$ cat config.mk
export PLATFORM = sky130hd
export DESIGN_NAME = operand_address_generator
export DESIGN_NICKNAME = d
export VERILOG_FILES = /design/src/rtl/operand_address_generator.v
export VERILOG_INCLUDE_DIRS = /design/src /design/src/rtl
export SDC_FILE = /design/constraint.sdc
export NUM_CORES = 1
export LEC_CHECK = 0
export ABC_AREA = 1
export BUFFER_PORTS_ARGS = -buffer_cell sky130_fd_sc_hd__buf_2
export CAP_MARGIN = 25
export CORE_MARGIN = 2
export CORE_UTILIZATION = 25
export CTS_BUF_LIST = sky130_fd_sc_hd__clkbuf_16
export DETAILED_ROUTE_END_ITERATION = 12
export PLACE_DENSITY = 0.48
export SYNTH_ARGS = -nofsm -noshare
export SYNTH_HDL_FRONTEND = slang
export SYNTH_SLANG_ARGS = --single-unit
$ cat constraint.sdc
create_clock -name core_clk -period 5.9 [get_ports core_clk]
set_input_delay 0.885 -clock core_clk [delete_from_list [all_inputs] [get_ports core_clk]]
set_output_delay 0.885 -clock core_clk [all_outputs]
set_load 0.01 [all_outputs]
$ cat src/rtl/opaddr_defs.vh
// constants for the operand effective-address generator
`ifndef OPADDR_DEFS_VH
`define OPADDR_DEFS_VH

// ****************************************
// address spaces
// ****************************************
`define SADDR_LO        16'hfe20
`define SADDR_HI        16'hff1f
`define SADDR_HIGH7     7'h7f
`define SADDR_WRAP      8'h20
`define SFR_PAGE        8'hff
`define SFR_HOLE_LO     8'hd0
`define SFR_HOLE_HI     8'hdf
`define HRAM_LO         16'hfb00
`define HRAM_HI         16'hfeff

// ****************************************
// register file layout
// ****************************************
`define BANK_BITS       64
`define REG_X           3'h0
`define REG_A           3'h1
`define REG_C           3'h2
`define REG_B           3'h3
`define REG_E           3'h4
`define REG_D           3'h5
`define REG_L           3'h6
`define REG_H           3'h7

// ****************************************
// opcodes
// ****************************************
`define OP_MOV_A_SADDR  8'hf0
`define OP_MOV_SADDR_A  8'hf2
`define OP_MOV_SADDR_IM 8'h11
`define OP_MOVW_SADDRP  8'h89
`define OP_MOV_A_SFR    8'hf4
`define OP_MOV_SFR_A    8'hf6
`define OP_MOVW_SFRP    8'ha9
`define OP_MOV_A_IND_DE 8'h85
`define OP_MOV_A_IND_HL 8'h87
`define OP_MOV_A_HL_OFS 8'hae
`define OP_MOV_A_HL_B   8'hab
`define OP_MOV_A_HL_C   8'haa
`define OP_PUSH_MASK    8'hf8
`define OP_PUSH_BASE    8'hb0

// ****************************************
// addressing modes
// ****************************************
`define MODE_NONE       3'h0
`define MODE_SHORT      3'h1
`define MODE_SFR        3'h2
`define MODE_INDIRECT   3'h3
`define MODE_BASED      3'h4
`define MODE_BASED_IDX  3'h5
`define MODE_STACK      3'h6

`endif

$ cat src/rtl/operand_address_generator.v
// operand effective-address generator for the 8-bit core
`timescale 1ns/100ps
`include "opaddr_defs.vh"

module operand_address_generator (
	// clock and reset
	input  wire         core_clk,
	input  wire         rst_n,
	// instruction request
	input  wire         dec_valid,
	input  wire [7:0]   opcode,
	input  wire [7:0]   operand_byte,
	// automatic stack use
	input  wire         stack_push_req,
	input  wire         stack_pop_req,
	// core state
	input  wire         regset_sel0,
	input  wire         regset_sel1,
	input  wire [255:0] gpr_file,
	input  wire [15:0]  stack_ptr,
	// result
	output reg          addr_valid_r,
	output reg  [15:0]  eff_addr_r,
	output reg  [2:0]   addr_mode_r,
	output reg          word_access_r,
	output reg          is_write_r,
	output reg  [15:0]  push_data_r,
	output reg          align_fault_r,
	output reg          range_fault_r,
	output reg          illegal_op_r
);

	// ****************************************
	// helpers
	// ****************************************
	// fetch one 8-bit register of a bank from the flat file
	function [7:0] gpr_byte;
		input [255:0] file;
		input [1:0]   bank;
		input [2:0]   idx;
		reg   [7:0]   slot;
		begin
			slot = {1'b0, bank, idx, 2'b00} >> 2;
			gpr_byte = file[slot*8 +: 8];
		end
	endfunction

	// fetch a register pair, high register is the odd index
	function [15:0] gpr_pair;
		input [255:0] file;
		input [1:0]   bank;
		input [1:0]   pair;
		begin
			gpr_pair = {gpr_byte(file, bank, {pair, 1'b1}),
				gpr_byte(file, bank, {pair, 1'b0})};
		end
	endfunction

	// true when a byte lies inside an inclusive range
	function in_byte_range;
		input [7:0] val;
		input [7:0] lo;
		input [7:0] hi;
		begin
			in_byte_range = (val >= lo) && (val <= hi);
		end
	endfunction

	// true when a whole stack word fits inside high-speed ram
	function stack_word_ok;
		input [15:0] addr;
		begin
			stack_word_ok = (addr >= `HRAM_LO) && (addr <= (`HRAM_HI - 16'h0001));
		end
	endfunction

	// opcode to addressing mode
	function [2:0] mode_of;
		input [7:0] op;
		begin
			case (op)
				`OP_MOV_A_SADDR,
				`OP_MOV_SADDR_A,
				`OP_MOV_SADDR_IM,
				`OP_MOVW_SADDRP: mode_of = `MODE_SHORT;
				`OP_MOV_A_SFR,
				`OP_MOV_SFR_A,
				`OP_MOVW_SFRP:   mode_of = `MODE_SFR;
				`OP_MOV_A_IND_DE,
				`OP_MOV_A_IND_HL: mode_of = `MODE_INDIRECT;
				`OP_MOV_A_HL_OFS: mode_of = `MODE_BASED;
				`OP_MOV_A_HL_B,
				`OP_MOV_A_HL_C:  mode_of = `MODE_BASED_IDX;
				default: begin
					// push and pop of any pair
					if ((op & `OP_PUSH_MASK) == `OP_PUSH_BASE)
						mode_of = `MODE_STACK;
					else
						mode_of = `MODE_NONE;
				end
			endcase
		end
	endfunction

	// ****************************************
	// decode and address forming
	// ****************************************
	wire [1:0]  bank_sel   = {regset_sel1, regset_sel0};
	wire [2:0]  dec_mode   = mode_of(opcode);
	wire        pair_op    = (opcode == `OP_MOVW_SADDRP) || (opcode == `OP_MOVW_SFRP);
	wire        push_op    = opcode[0];

	// ****************************************
	// request arbitration
	// ****************************************
	// automatic stack traffic cannot wait for the decoder,
	// so it always outranks a decoded instruction
	wire        auto_req   = stack_push_req || stack_pop_req;
	// push wins the address when both arrive together
	wire        auto_write = stack_push_req;
	wire        dec_take   = dec_valid && !auto_req;

	// ****************************************
	// selected bank unpacking
	// ****************************************
	// byte and pair views of the selected bank only, so pair
	// and index reads always agree on the bank
	wire [7:0]  bank_byte [0:7];
	wire [15:0] bank_pair [0:3];

	genvar g;
	generate
		for (g = 0; g < 8; g = g + 1) begin : g_bank_byte
			localparam [2:0] REG_IDX = g;
			assign bank_byte[g] = gpr_byte(gpr_file, bank_sel, REG_IDX);
		end
		// high register is the odd index
		for (g = 0; g < 4; g = g + 1) begin : g_bank_pair
			localparam [1:0] PAIR_IDX = g;
			assign bank_pair[g] = gpr_pair(gpr_file, bank_sel, PAIR_IDX);
		end
	endgenerate

	// main pair and indexes from the selected bank
	wire [15:0] hl_pair    = bank_pair[3];
	wire [15:0] de_pair    = bank_pair[2];
	wire [7:0]  idx_upper  = bank_byte[`REG_B];
	wire [7:0]  idx_lower  = bank_byte[`REG_C];

	// ****************************************
	// operand qualifiers
	// ****************************************
	// operand_byte is ignored by indirect, indexed and stack modes
	// a read names the accumulator as target or is a word move, the rest write
	wire        short_write = (opcode != `OP_MOV_A_SADDR) && !pair_op;
	wire        sfr_write   = (opcode == `OP_MOV_SFR_A);
	// saddrp and sfrp word operands must sit on an even address
	wire        odd_word    = pair_op && operand_byte[0];

	// ****************************************
	// address candidates
	// ****************************************
	// every mode forms its address in parallel and the decoded
	// mode picks one; a few adders buy a shallow select path
	// bit 8 set only for bytes below the window wrap
	wire        short_page = (operand_byte < `SADDR_WRAP);
	wire [15:0] short_addr = {`SADDR_HIGH7, short_page, operand_byte};
	wire [15:0] sfr_addr   = {`SFR_PAGE, operand_byte};
	// hole between the two register blocks
	wire        sfr_hole   = in_byte_range(operand_byte, `SFR_HOLE_LO, `SFR_HOLE_HI);
	wire [15:0] ind_addr   = opcode[1] ? hl_pair : de_pair;
	wire [7:0]  idx_sel    = opcode[0] ? idx_upper : idx_lower;
	// zero-extended, carry out of bit 15 dropped
	wire [15:0] based_addr = hl_pair + {8'h00, operand_byte};
	wire [15:0] idx_addr   = hl_pair + {8'h00, idx_sel};
	wire [15:0] stack_dn   = stack_ptr - 16'h0002;
	// both candidate stack words checked up front
	wire        push_bad   = !stack_word_ok(stack_dn);
	wire        pop_bad    = !stack_word_ok(stack_ptr);
	wire [15:0] stack_pair = bank_pair[opcode[2:1]];

	reg  [15:0] addr_nxt;
	reg  [2:0]  mode_nxt;
	reg         word_nxt;
	reg         write_nxt;
	reg  [15:0] push_data_nxt;
	reg         align_nxt;
	reg         range_nxt;
	reg         illegal_nxt;
	reg         valid_nxt;

	always @* begin
		addr_nxt      = 16'h0000;
		mode_nxt      = `MODE_NONE;
		word_nxt      = 1'b0;
		write_nxt     = 1'b0;
		push_data_nxt = 16'h0000;
		align_nxt     = 1'b0;
		range_nxt     = 1'b0;
		illegal_nxt   = 1'b0;
		valid_nxt     = 1'b0;
		// automatic stack use outranks a decoded instruction
		if (auto_req) begin
			mode_nxt  = `MODE_STACK;
			word_nxt  = 1'b1;
			write_nxt = auto_write;
			addr_nxt  = auto_write ? stack_dn : stack_ptr;
			valid_nxt = 1'b1;
		end else if (dec_take) begin
			mode_nxt  = dec_mode;
			valid_nxt = 1'b1;
			case (dec_mode)
				`MODE_SHORT: begin
					// window with bit 8 from the byte range
					addr_nxt  = short_addr;
					word_nxt  = pair_op;
					write_nxt = short_write;
					align_nxt = odd_word;
				end
				`MODE_SFR: begin
					addr_nxt  = sfr_addr;
					word_nxt  = pair_op;
					write_nxt = sfr_write;
					align_nxt = odd_word;
					range_nxt = sfr_hole;
				end
				`MODE_INDIRECT: begin
					addr_nxt = ind_addr;
				end
				`MODE_BASED: begin
					addr_nxt = based_addr;
				end
				`MODE_BASED_IDX: begin
					addr_nxt = idx_addr;
				end
				`MODE_STACK: begin
					word_nxt      = 1'b1;
					write_nxt     = push_op;
					push_data_nxt = stack_pair;
					addr_nxt      = push_op ? stack_dn : stack_ptr;
				end
				default: begin
					illegal_nxt = 1'b1;
					valid_nxt   = 1'b0;
				end
			endcase
		end
		// stack confined to high-speed RAM, word must fit
		if (mode_nxt == `MODE_STACK) begin
			// the two candidates always differ, so the compare picks one
			range_nxt = (addr_nxt == stack_dn) ? push_bad : pop_bad;
			if (stack_push_req && !stack_pop_req)
				push_data_nxt = 16'h0000;
		end
		// a faulted operand never reaches the memory port
		if (align_nxt || range_nxt)
			valid_nxt = 1'b0;
	end

	// ****************************************
	// output registers, address group
	// ****************************************
	// address shows even on an align or range fault, only valid is held low
	always @(posedge core_clk) begin
		if (!rst_n) begin
			addr_valid_r  <= 1'b0;
			eff_addr_r    <= 16'h0000;
			addr_mode_r   <= `MODE_NONE;
		end else begin
			addr_valid_r  <= valid_nxt;
			eff_addr_r    <= addr_nxt;
			addr_mode_r   <= mode_nxt;
		end
	end

	// ****************************************
	// output registers, access group
	// ****************************************
	// data and access kind stand one cycle only, idle clears them
	always @(posedge core_clk) begin
		if (!rst_n) begin
			word_access_r <= 1'b0;
			is_write_r    <= 1'b0;
			push_data_r   <= 16'h0000;
		end else begin
			word_access_r <= word_nxt;
			is_write_r    <= write_nxt;
			push_data_r   <= push_data_nxt;
		end
	end

	// ****************************************
	// output registers, fault group
	// ****************************************
	// flags recomputed every edge, no sticky state to clear
	always @(posedge core_clk) begin
		if (!rst_n) begin
			align_fault_r <= 1'b0;
			range_fault_r <= 1'b0;
			illegal_op_r  <= 1'b0;
		end else begin
			align_fault_r <= align_nxt;
			range_fault_r <= range_nxt;
			illegal_op_r  <= illegal_nxt;
		end
	end

endmodule

==> flow_summary_export.csv, run 1 <==
group,metric,value,unit
clock_network,clockBufferDepth,2,
clock_network,post_cts_buffers,0,
floorplanning,rows,58,
pwr,comb_power_share,0.480,
logic_synthesis,yosys.area_share.simple,0.5478,
grt,antenna_found_initial,3,
critical_path,worstSetupEndpoint,"addr_valid_r$_SDFF_PP0_",
flow_run,drv_cap,0,
critical_path,cp_top_family,"simple AND/OR/NAND/NOR gates",
floorplanning,die_area,0.02721,mm²
routing,wl,32.15,mm
clock_network,h-tree-depth,2,
finish,drive_above_1_share,0.2511,
finish,layout-area-overhead-vs-synth,31.31,%
pwr,p_leak,0.004709,µW
logic_synthesis,synth_area_leaders,"nand2_1, dfxtp_1, nand3_1",
finish,mostFrequentLayoutCells,"nand2_1, buf_2, nand3_1, nor2_1, inv_1",
finish,fill_cells,3009,
critical_path,crit_buf_inv,3,
floorplanning,die_x,165.0,µm
sta,finalSetupTns,0,ns
pwr,p_switching,476.2,µW
critical_path,cp.depth,27,
critical_path,cpPeakStageDelay,0.49,ns
routing,wl_per_cell,17.01,µm
critical_path,arrival,4.69,ns
finish,final_common_cell,"nand2_1",
clock_network,cts_root_buf,"clkbuf_16",
logic_synthesis,synthArstFlopShare,0,
pwr,intPower,694.1,µW
pwr,switching_share,0.4069,
routing,ant_nets,0,
logic_synthesis,synth-xor-area-share,0.005215,
critical_path,critPathRequiredTime,6.09,ns
clock_network,path_clk_slew,0.06,ns
logic_synthesis,synth_cell_types,47,
clock_network,ctsHoldBuffers,0,
sta,fin_crit,4.501,ns
critical_path,worst_path_most_repeated_cell,"nand2_1",
grt,grt_pass1_wl,48.02,mm
grt,grt-ovfl-total,0,
critical_path,cp_max_fo,43,
critical_path,cp_slowest_cell,"clkinv_2",
pwr,power.share.sequential,0.248,
routing,dr.first_iter.drc_count,606,
sta,rsz0062_at_grt,"false",
sta,min_period_over_period,0.7628,
place,port_buffers,335,
critical_path,crit_path_end_kind,"flop",
clock_network,cts_resized,0,
place,place_hpwl,26.96,mm
logic_synthesis,syn-num-nets,1577,
floorplanning,coreArea,0.02533,mm²
critical_path,worstSetupPathType,"in2reg",
grt,grt_max_degree,66,
logic_synthesis,synth_compound_area_frac,0.1752,
critical_path,startpoint,"regset_sel0",
logic_synthesis,muxShareOfSynthArea,0,
floorplanning,io_pins,336,
logic_synthesis,synthesis.area,0.006477,mm²
logic_synthesis,synth_fa_ha_area_frac,0.02434,
sta,timing.fmax,222.2,MHz
place,place_congestion,0.8852,
clock_network,cts_made_buffers,5,
hold_path,hp-class,"in2reg",
logic_synthesis,synth_top_area_frac,0.2903,
floorplanning,die_y,165.0,µm
sta,relSlewSlack,0.4781,
logic_synthesis,yosys.area.top_type,"nand2_1",
logic_synthesis,synth_edf_count,0,
logic_synthesis,synth_area_per_cell,5.100,µm²
logic_synthesis,synth_seq_area_share,0.1267,
pwr,pwr-share-clk,0.272,
routing,vias,9224,
sta,finalMaxSlewViolations,0,
outcome,outcome,"finished, final reports clean",
logic_synthesis,synth_top_family_by_area,"simple AND/OR/NAND/NOR gates",
logic_synthesis,yosys_warnings,0,
sta,worst_pin_slew,0.7820,ns
logic_synthesis,synthFlopType,"dfxtp_1",
logic_synthesis,synth_cells,1270,
routing,drc,0,
pwr,peakVddDrop,111.7,µV
grt,grtUsageTotal,0.2291,
clock_network,cts_tree,"built",
finish,fin_util,0.3358,
clock_network,cts.sinks,41,
sta,finalSetupViolCount,0,
pwr,power_density,137.6,mW/mm²
routing,vias_per_cell,4.880,
logic_synthesis,yosys_register_bits,41,
sta,hold_violations,0,
finish,final_nets,1863,
critical_path,start_kind,"input port",
routing,dr.pass1.iters,5,
grt,grt_pass1_vias,9082,
floorplanning,initial_core_util,0.2558,
[logic make-up after synthesis]
group / count (synthesis)
xor+xnor: 3
flops: 41
fa+ha+maj: 12
buf+inv: 187
compound gates: 186
simple gates: 841
[sequential cells by signal, summed over array words and instances (netlist names)]
signal / cells
eff_addr_r: 16
push_data_r: 16
addr_mode_r: 3
addr_valid_r: 1
align_fault_r: 1
illegal_op_r: 1
is_write_r: 1
range_fault_r: 1
word_access_r: 1
[worst min-delay path by stage]
stage / startpoint / slack, ns / cells past startpoint / to
global route: rst_n / 0.90 / 3 / addr_valid_r$_SDFF_PP0_
global placement: rst_n / 1.19 / 3 / word_access_r$_SDFF_PN0_
finish: rst_n / 0.88 / 3 / word_access_r$_SDFF_PN0_
CTS: rst_n / 0.88 / 3 / word_access_r$_SDFF_PN0_
floorplan: opcode[2] / 0.98 / 1 / push_data_r[3]$_SDFF_PN0_
detailed placement: rst_n / 1.19 / 3 / word_access_r$_SDFF_PN0_
[tightest hold or removal path, stage by stage]
cell and delay [ns]:
buf_2 0.13, o21ai_0 0.08, inv_1 0.04
[power by group through the flow]
stage	combinational [µW]	sequential, µW	clock (µW)
global placement	561	297	0
CTS	563	291	324
global route	631	291	338
detailed placement	560	297	0
finish	561	290	319
floorplan	324	302	0
[synth_stat cells (2+ instances only)]
master,number
o21ai_1,6
buf_1,10
a221o_1,2
and2_1,2
nand2_2,8
nor2_4,2
or2_1,2
buf_6,3
nand4_1,16
ha_1,11
a21oi_1,74
dfxtp_1,41
nand2_4,2
a221oi_1,6
nor2_1,120
buf_2,23
a32o_1,13
o22ai_1,15
inv_1,109
nand3b_1,5
buf_4,7
nor2_2,7
nand2_1,501
o21ai_0,39
nand3_2,4
o211ai_1,9
a311oi_1,4
a22oi_1,11
nor3_1,9
clkbuf_1,26
nand3_1,160
inv_2,8
[metal layers]
| layer | GRT usage | routed length (µm) | part of all wire | vias up |
|---|---|---|---|---|
| met3 | 0.03089 | 2011 | 0.063 | 34 |
| met5 | 0 | 0 | 0 | - |
| met1 | 0.2795 | 13760 | 0.43 | 4137 |
| li1 | - | - | - | 4723 |
| met4 | 0.05178 | 556 | 0.017 | 0 |
| met2 | 0.4243 | 15820 | 0.49 | 330 |
[through the flow]
step                hold WS, ns  total power [µW]  worst slack, ns  cells  instance area, µm²
floorplan                0.9840             626.2            1.639   1270                6477
global placement          1.188             857.7            1.192   1879                8332
detailed placement        1.185             856.9            1.140   1879                8332
CTS                      0.8777              1178            1.448   1887                8498
global route             0.8963              1259           0.8644   1890                8506
finish                   0.8794              1170            1.399   1890                8506
[cell type report]
class | count | area, µm² | area share
clock buffers | 5 | 125.1 | 0.01471
well taps | 330 | 412.9 | 0.04854
clock inverters | 3 | 41.29 | 0.004854
inverters | 118 | 446.7 | 0.05252
multi-input cells | 1042 | 4875 | 0.5731
diodes | 3 | 7.507 | 0.0008826
repair buffers | 348 | 1777 | 0.2089
flip-flops and latches | 41 | 820.8 | 0.09650
Note: power is estimated with default switching activity, not from simulation.
==> run 2: changes to the inputs <==
==> constraint.sdc (replaced) <==
create_clock -name core_clk -period 4.55 [get_ports core_clk]
set_input_delay 0.6825 -clock core_clk [delete_from_list [all_inputs] [get_ports core_clk]]
set_output_delay 0.6825 -clock core_clk [all_outputs]
set_load 0.01 [all_outputs]
==> run 2 against run 1 <==
  * Core utilization up 0.40 points
  * Combinational power up 32%
  * Power up 30%
  * Critical path depth down 1
  * Worst hold slack worse by 0.19 ns
  * Critical path type unchanged
  * Highest routed layer unchanged
==> flow_summary_export.csv, run 2 (synthesis results as in run 1) <==
group,metric,value,unit
outcome,outcome,"finished, final reports clean",
clock_network,ctsHoldBuffers,0,
routing,wl,32.66,mm
routing,vias_per_cell,4.912,
sta,worst_pin_slew,0.7888,ns
pwr,p_switching,618.4,µW
place,port_buffers,335,
place,place_congestion,0.9178,
finish,layout-area-overhead-vs-synth,32.88,%
place,place_hpwl,27.44,mm
finish,final_common_cell,"nand2_1",
clock_network,cts_resized,0,
grt,grt_max_degree,68,
pwr,p_leak,0.004768,µW
routing,drc,0,
clock_network,path_clk_slew,0.06,ns
critical_path,worstSetupPathType,"in2reg",
clock_network,cts.sinks,41,
pwr,comb_power_share,0.487,
pwr,pwr-share-clk,0.265,
pwr,peakVddDrop,115.8,µV
finish,drive_above_1_share,0.2551,
clock_network,clockBufferDepth,2,
sta,finalMaxSlewViolations,0,
critical_path,startpoint,"regset_sel1",
routing,dr.first_iter.drc_count,613,
finish,largestRegisters,"eff_addr_r (16), push_data_r (16), addr_mode_r (3)",
grt,grt_pass1_vias,8832,
sta,min_period_over_period,0.8715,
sta,finalSetupViolCount,0,
grt,grtUsageTotal,0.2311,
grt,antenna_found_initial,2,
clock_network,post_cts_buffers,0,
sta,holdWs,0.6889,ns
routing,wl_per_cell,17.23,µm
critical_path,crit_path_end_kind,"flop",
sta,relSlewSlack,0.4735,
grt,grt-ovfl-total,0,
pwr,intPower,906.8,µW
flow_run,drv_cap,0,
pwr,switching_share,0.4054,
clock_network,cts_tree,"built",
finish,final_nets,1871,
routing,ant_nets,0,
floorplanning,io_pins,336,
clock_network,cts_made_buffers,5,
critical_path,critPathRequiredTime,4.74,ns
floorplanning,die_y,165.0,µm
floorplanning,die_area,0.02721,mm²
pwr,power.share.sequential,0.247,
routing,vias,9313,
clock_network,cts_root_buf,"clkbuf_16",
floorplanning,coreArea,0.02533,mm²
floorplanning,die_x,165.0,µm
sta,finalSetupTns,0,ns
critical_path,arrival,4.15,ns
routing,dr.pass1.iters,5,
hold_path,hp-start,"rst_n",
sta,rsz0062_at_grt,"false",
grt,grt_pass1_wl,48.34,mm
finish,mostFrequentLayoutCells,"nand2_1, buf_2, nand3_1, nor2_1, inv_1",
clock_network,h-tree-depth,2,
floorplanning,rows,58,
sta,hold_violations,0,
sta,fin_crit,3.965,ns
critical_path,start_kind,"input port",
hold_path,hp-class,"in2reg",
sta,timing.fmax,252.2,MHz
critical_path,cp_max_fo,24,
floorplanning,initial_core_util,0.2558,
pwr,power_density,177.2,mW/mm²
[run 2: cell count changes in the layout (fill, tap and decap cells not counted), sizes merged]
cell	delta
clkinvlp	-1
diode	-1
buf	+8
[run 2: metal layers]
metal | up-vias | share of wire | GRT usage
met2 | 358 | 0.49 | 0.4312
li1 | 4735 | - | -
met1 | 4184 | 0.42 | 0.2816
met3 | 36 | 0.067 | 0.03466
met4 | 0 | 0.017 | 0.04071
met5 | - | 0 | 0
[run 2: final timing paths]
check	endpoint	cells past startpoint	slack [ns]
max	addr_valid_r$_SDFF_PP0_	26	0.58
min	word_access_r$_SDFF_PN0_	3	0.69
[run 2: final cells by class]
| cell class | instances | area (µm²) |
|---|---|---|
| fill | 2972 | 16720 |
| multi-input combinational | 1042 | 4875 |
| timing repair buffer | 356 | 1887 |
| sequential | 41 | 820.8 |
| inverter | 118 | 446.7 |
| tap | 330 | 412.9 |
| clock buffer | 5 | 125.1 |
| clock inverter | 2 | 35.03 |
| antenna | 2 | 5.005 |
[run 2: power groups by stage]
| stage | sequential, µW | combinational, µW | clock (µW) |
|---|---|---|---|
| 6_report | 377 | 743 | 405 |
| 3_5_place_dp | 385 | 742 | 0 |
| 3_3_place_gp | 385 | 742 | 0 |
| 2_1_floorplan | 392 | 420 | 0 |
| 4_1_cts | 377 | 745 | 412 |
| 5_1_grt | 378 | 831 | 426 |
[run 2: per-stage QoR]
stage	total power, µW	std cells	util	area (µm²)	setup slack [ns]
floorplan	812.0	1270	-	6477	0.4912
global placement	1127	1887	0.3333	8442	0.3576
detailed placement	1127	1887	0.3333	8442	0.3233
CTS	1534	1894	0.3396	8602	0.6232
global route	1635	1895	0.3397	8605	0.1395
finish	1525	1896	0.3398	8607	0.5847
[run 2: critical path, stage by stage]
cell      delay (ns)
buf_2           0.12
inv_2           0.36
buf_4           0.30
o21ai_0         0.11
o22ai_1         0.26
o211ai_1        0.16
o21ai_0         0.11
ha_1            0.30
nand2_1         0.10
inv_1           0.04
a21oi_1         0.17
nand2_1         0.09
nand2_1         0.10
nand2_2         0.10
nand3_1         0.09
nand3_1         0.10
nand2_1         0.12
nand2_1         0.11
nand2_1         0.08
nand3_1         0.08
nor2_1          0.15
nand3_1         0.09
nand2_1         0.09
nand3_2         0.09
nand2_1         0.08
nor2_1          0.04
==> run 3: changes to the inputs <==
--- a/config.mk
+++ b/config.mk
@@ -14,6 +14,7 @@
 export CTS_BUF_LIST = sky130_fd_sc_hd__clkbuf_16
 export DETAILED_ROUTE_END_ITERATION = 12
 export PLACE_DENSITY = 0.48
+export RECOVER_POWER = 50
 export SYNTH_ARGS = -nofsm -noshare
 export SYNTH_HDL_FRONTEND = slang
 export SYNTH_SLANG_ARGS = --single-unit
==> run 3 against run 2 <==
  * Design area is 0.60% lower
  * Combinational power hardly changed
  * Worst hold slack hardly changed
  * Sequential power hardly changed
  * Setup slack worse by 0.015 ns
  * Routed wire length is 0.10% higher
  * Largest cell class unchanged
  * Highest routed layer unchanged
==> flow_summary_export.csv, run 3 (synthesis results as in run 1) <==
group,metric,value,unit
outcome,outcome,"finished, final reports clean",
place,place_congestion,0.9178,
place,port_buffers,335,
grt,grtUsageTotal,0.2311,
finish,largestRegisters,"eff_addr_r (16), push_data_r (16), addr_mode_r (3)",
critical_path,arrival,4.17,ns
hold_path,hp-class,"in2reg",
clock_network,cts_tree,"built",
clock_network,cts_resized,0,
pwr,p_leak,0.004603,µW
floorplanning,die_x,165.0,µm
floorplanning,io_pins,336,
grt,antenna_found_initial,2,
clock_network,cts_root_buf,"clkbuf_16",
pwr,power_density,178.0,mW/mm²
clock_network,post_cts_buffers,0,
sta,timing.fmax,251.2,MHz
routing,ant_nets,0,
finish,mostFrequentLayoutCells,"nand2_1, buf_2, nand3_1, nor2_1, inv_1",
routing,dr.first_iter.drc_count,607,
routing,wl,32.69,mm
clock_network,cts_made_buffers,5,
sta,hold_violations,0,
clock_network,cts.sinks,41,
routing,vias_per_cell,4.886,
finish,layout-area-overhead-vs-synth,32.08,%
sta,finalMaxSlewViolations,0,
critical_path,crit_path_end_kind,"flop",
sta,finalSetupTns,0,ns
finish,fin_util,0.3378,
grt,grt_max_degree,68,
sta,worst_pin_slew,0.8061,ns
critical_path,start_kind,"input port",
clock_network,path_clk_slew,0.07,ns
floorplanning,initial_core_util,0.2558,
floorplanning,rows,58,
critical_path,startpoint,"regset_sel1",
flow_run,drv_cap,0,
critical_path,critPathRequiredTime,4.74,ns
clock_network,clockBufferDepth,2,
hold_path,hold_depth,3,
routing,wl_per_cell,17.24,µm
floorplanning,coreArea,0.02533,mm²
floorplanning,die_area,0.02721,mm²
place,place_hpwl,27.44,mm
routing,vias,9263,
critical_path,cp_max_fo,24,
sta,fin_crit,3.981,ns
clock_network,h-tree-depth,2,
finish,drive_above_1_share,0.2289,
sta,min_period_over_period,0.8749,
grt,grt-ovfl-total,0,
grt,grt_pass1_wl,48.34,mm
routing,drc,0,
critical_path,worstSetupPathType,"in2reg",
pwr,peakVddDrop,115.9,µV
critical_path,worstSetupEndpoint,"addr_valid_r$_SDFF_PP0_",
sta,finalSetupViolCount,0,
floorplanning,die_y,165.0,µm
finish,final_nets,1871,
finish,final_common_cell,"nand2_1",
sta,relSlewSlack,0.4620,
grt,grt_pass1_vias,8832,
sta,rsz0062_at_grt,"false",
clock_network,ctsHoldBuffers,0,
routing,dr.pass1.iters,6,
run 3: changes by cell type in the layout (fill, tap and decap cells not counted), sizes merged:
cell    before  now
buf        356  315
clkbuf       5   46
run 3: how the worst min path moves through the flow:
stage                     slack, ns                   endpoint      start
after CTS                      0.68   word_access_r$_SDFF_PN0_      rst_n
after global placement         0.97   word_access_r$_SDFF_PN0_      rst_n
final                          0.69   word_access_r$_SDFF_PN0_      rst_n
after floorplan                0.78  push_data_r[3]$_SDFF_PN0_  opcode[2]
after global routing           0.68   word_access_r$_SDFF_PN0_      rst_n
after detailed placement       0.98   word_access_r$_SDFF_PN0_      rst_n
run 3: layer usage:
layer  up-vias  global-route usage  share of wire
met5         -                   0              0
met4         0             0.04071          0.016
met3        35             0.03466          0.061
met2       312              0.4312           0.49
met1      4187              0.2816           0.43
li1       4729                   -              -
run 3: worst max-delay path: stages:
cell	delay [ns]
buf_2	0.12
inv_2	0.36
buf_4	0.30
o21ai_0	0.11
o22ai_1	0.26
o211ai_1	0.17
o21ai_0	0.11
ha_1	0.30
nand2_1	0.10
inv_1	0.04
a21oi_1	0.17
nand2_1	0.09
nand2_1	0.10
nand2_2	0.10
nand3_1	0.09
nand3_1	0.10
nand2_1	0.12
nand2_1	0.11
nand2_1	0.08
nand3_1	0.08
nor2_1	0.15
nand3_1	0.09
nand2_1	0.09
nand3_2	0.09
nand2_1	0.08
nor2_1	0.04
run 3: power breakdown:
| part | switching, µW | total [µW] | internal (µW) |
|---|---|---|---|
| registers | 4.27 | 377 | 373 |
| clock network | 150 | 405 | 255 |
| logic | 465 | 741 | 275 |
| total | 619 | 1520 | 903 |
run 3: per-stage QoR:
stage / cells / hold WS (ns) / total power, µW / setup WS, ns / instance area (µm²)
after floorplan: 1270 / 0.7815 / 812.0 / 0.4912 / 6477
after global placement: 1887 / 0.9697 / 1127 / 0.3576 / 8442
after detailed placement: 1887 / 0.9820 / 1127 / 0.3233 / 8442
after CTS: 1894 / 0.6800 / 1534 / 0.6232 / 8602
after global routing: 1895 / 0.6797 / 1632 / 0.1395 / 8553
final: 1896 / 0.6890 / 1523 / 0.5692 / 8556
run 3: cell type report:
type                    count  area [µm²]
diodes                      2       5.005
clock buffers               5       125.1
clock inverters             2       35.03
fillers                  2989       16770
inverters                 118       446.7
multi-input cells        1042        4875
flip-flops and latches     41       820.8
well taps                 330       412.9
repair buffers            356        1836
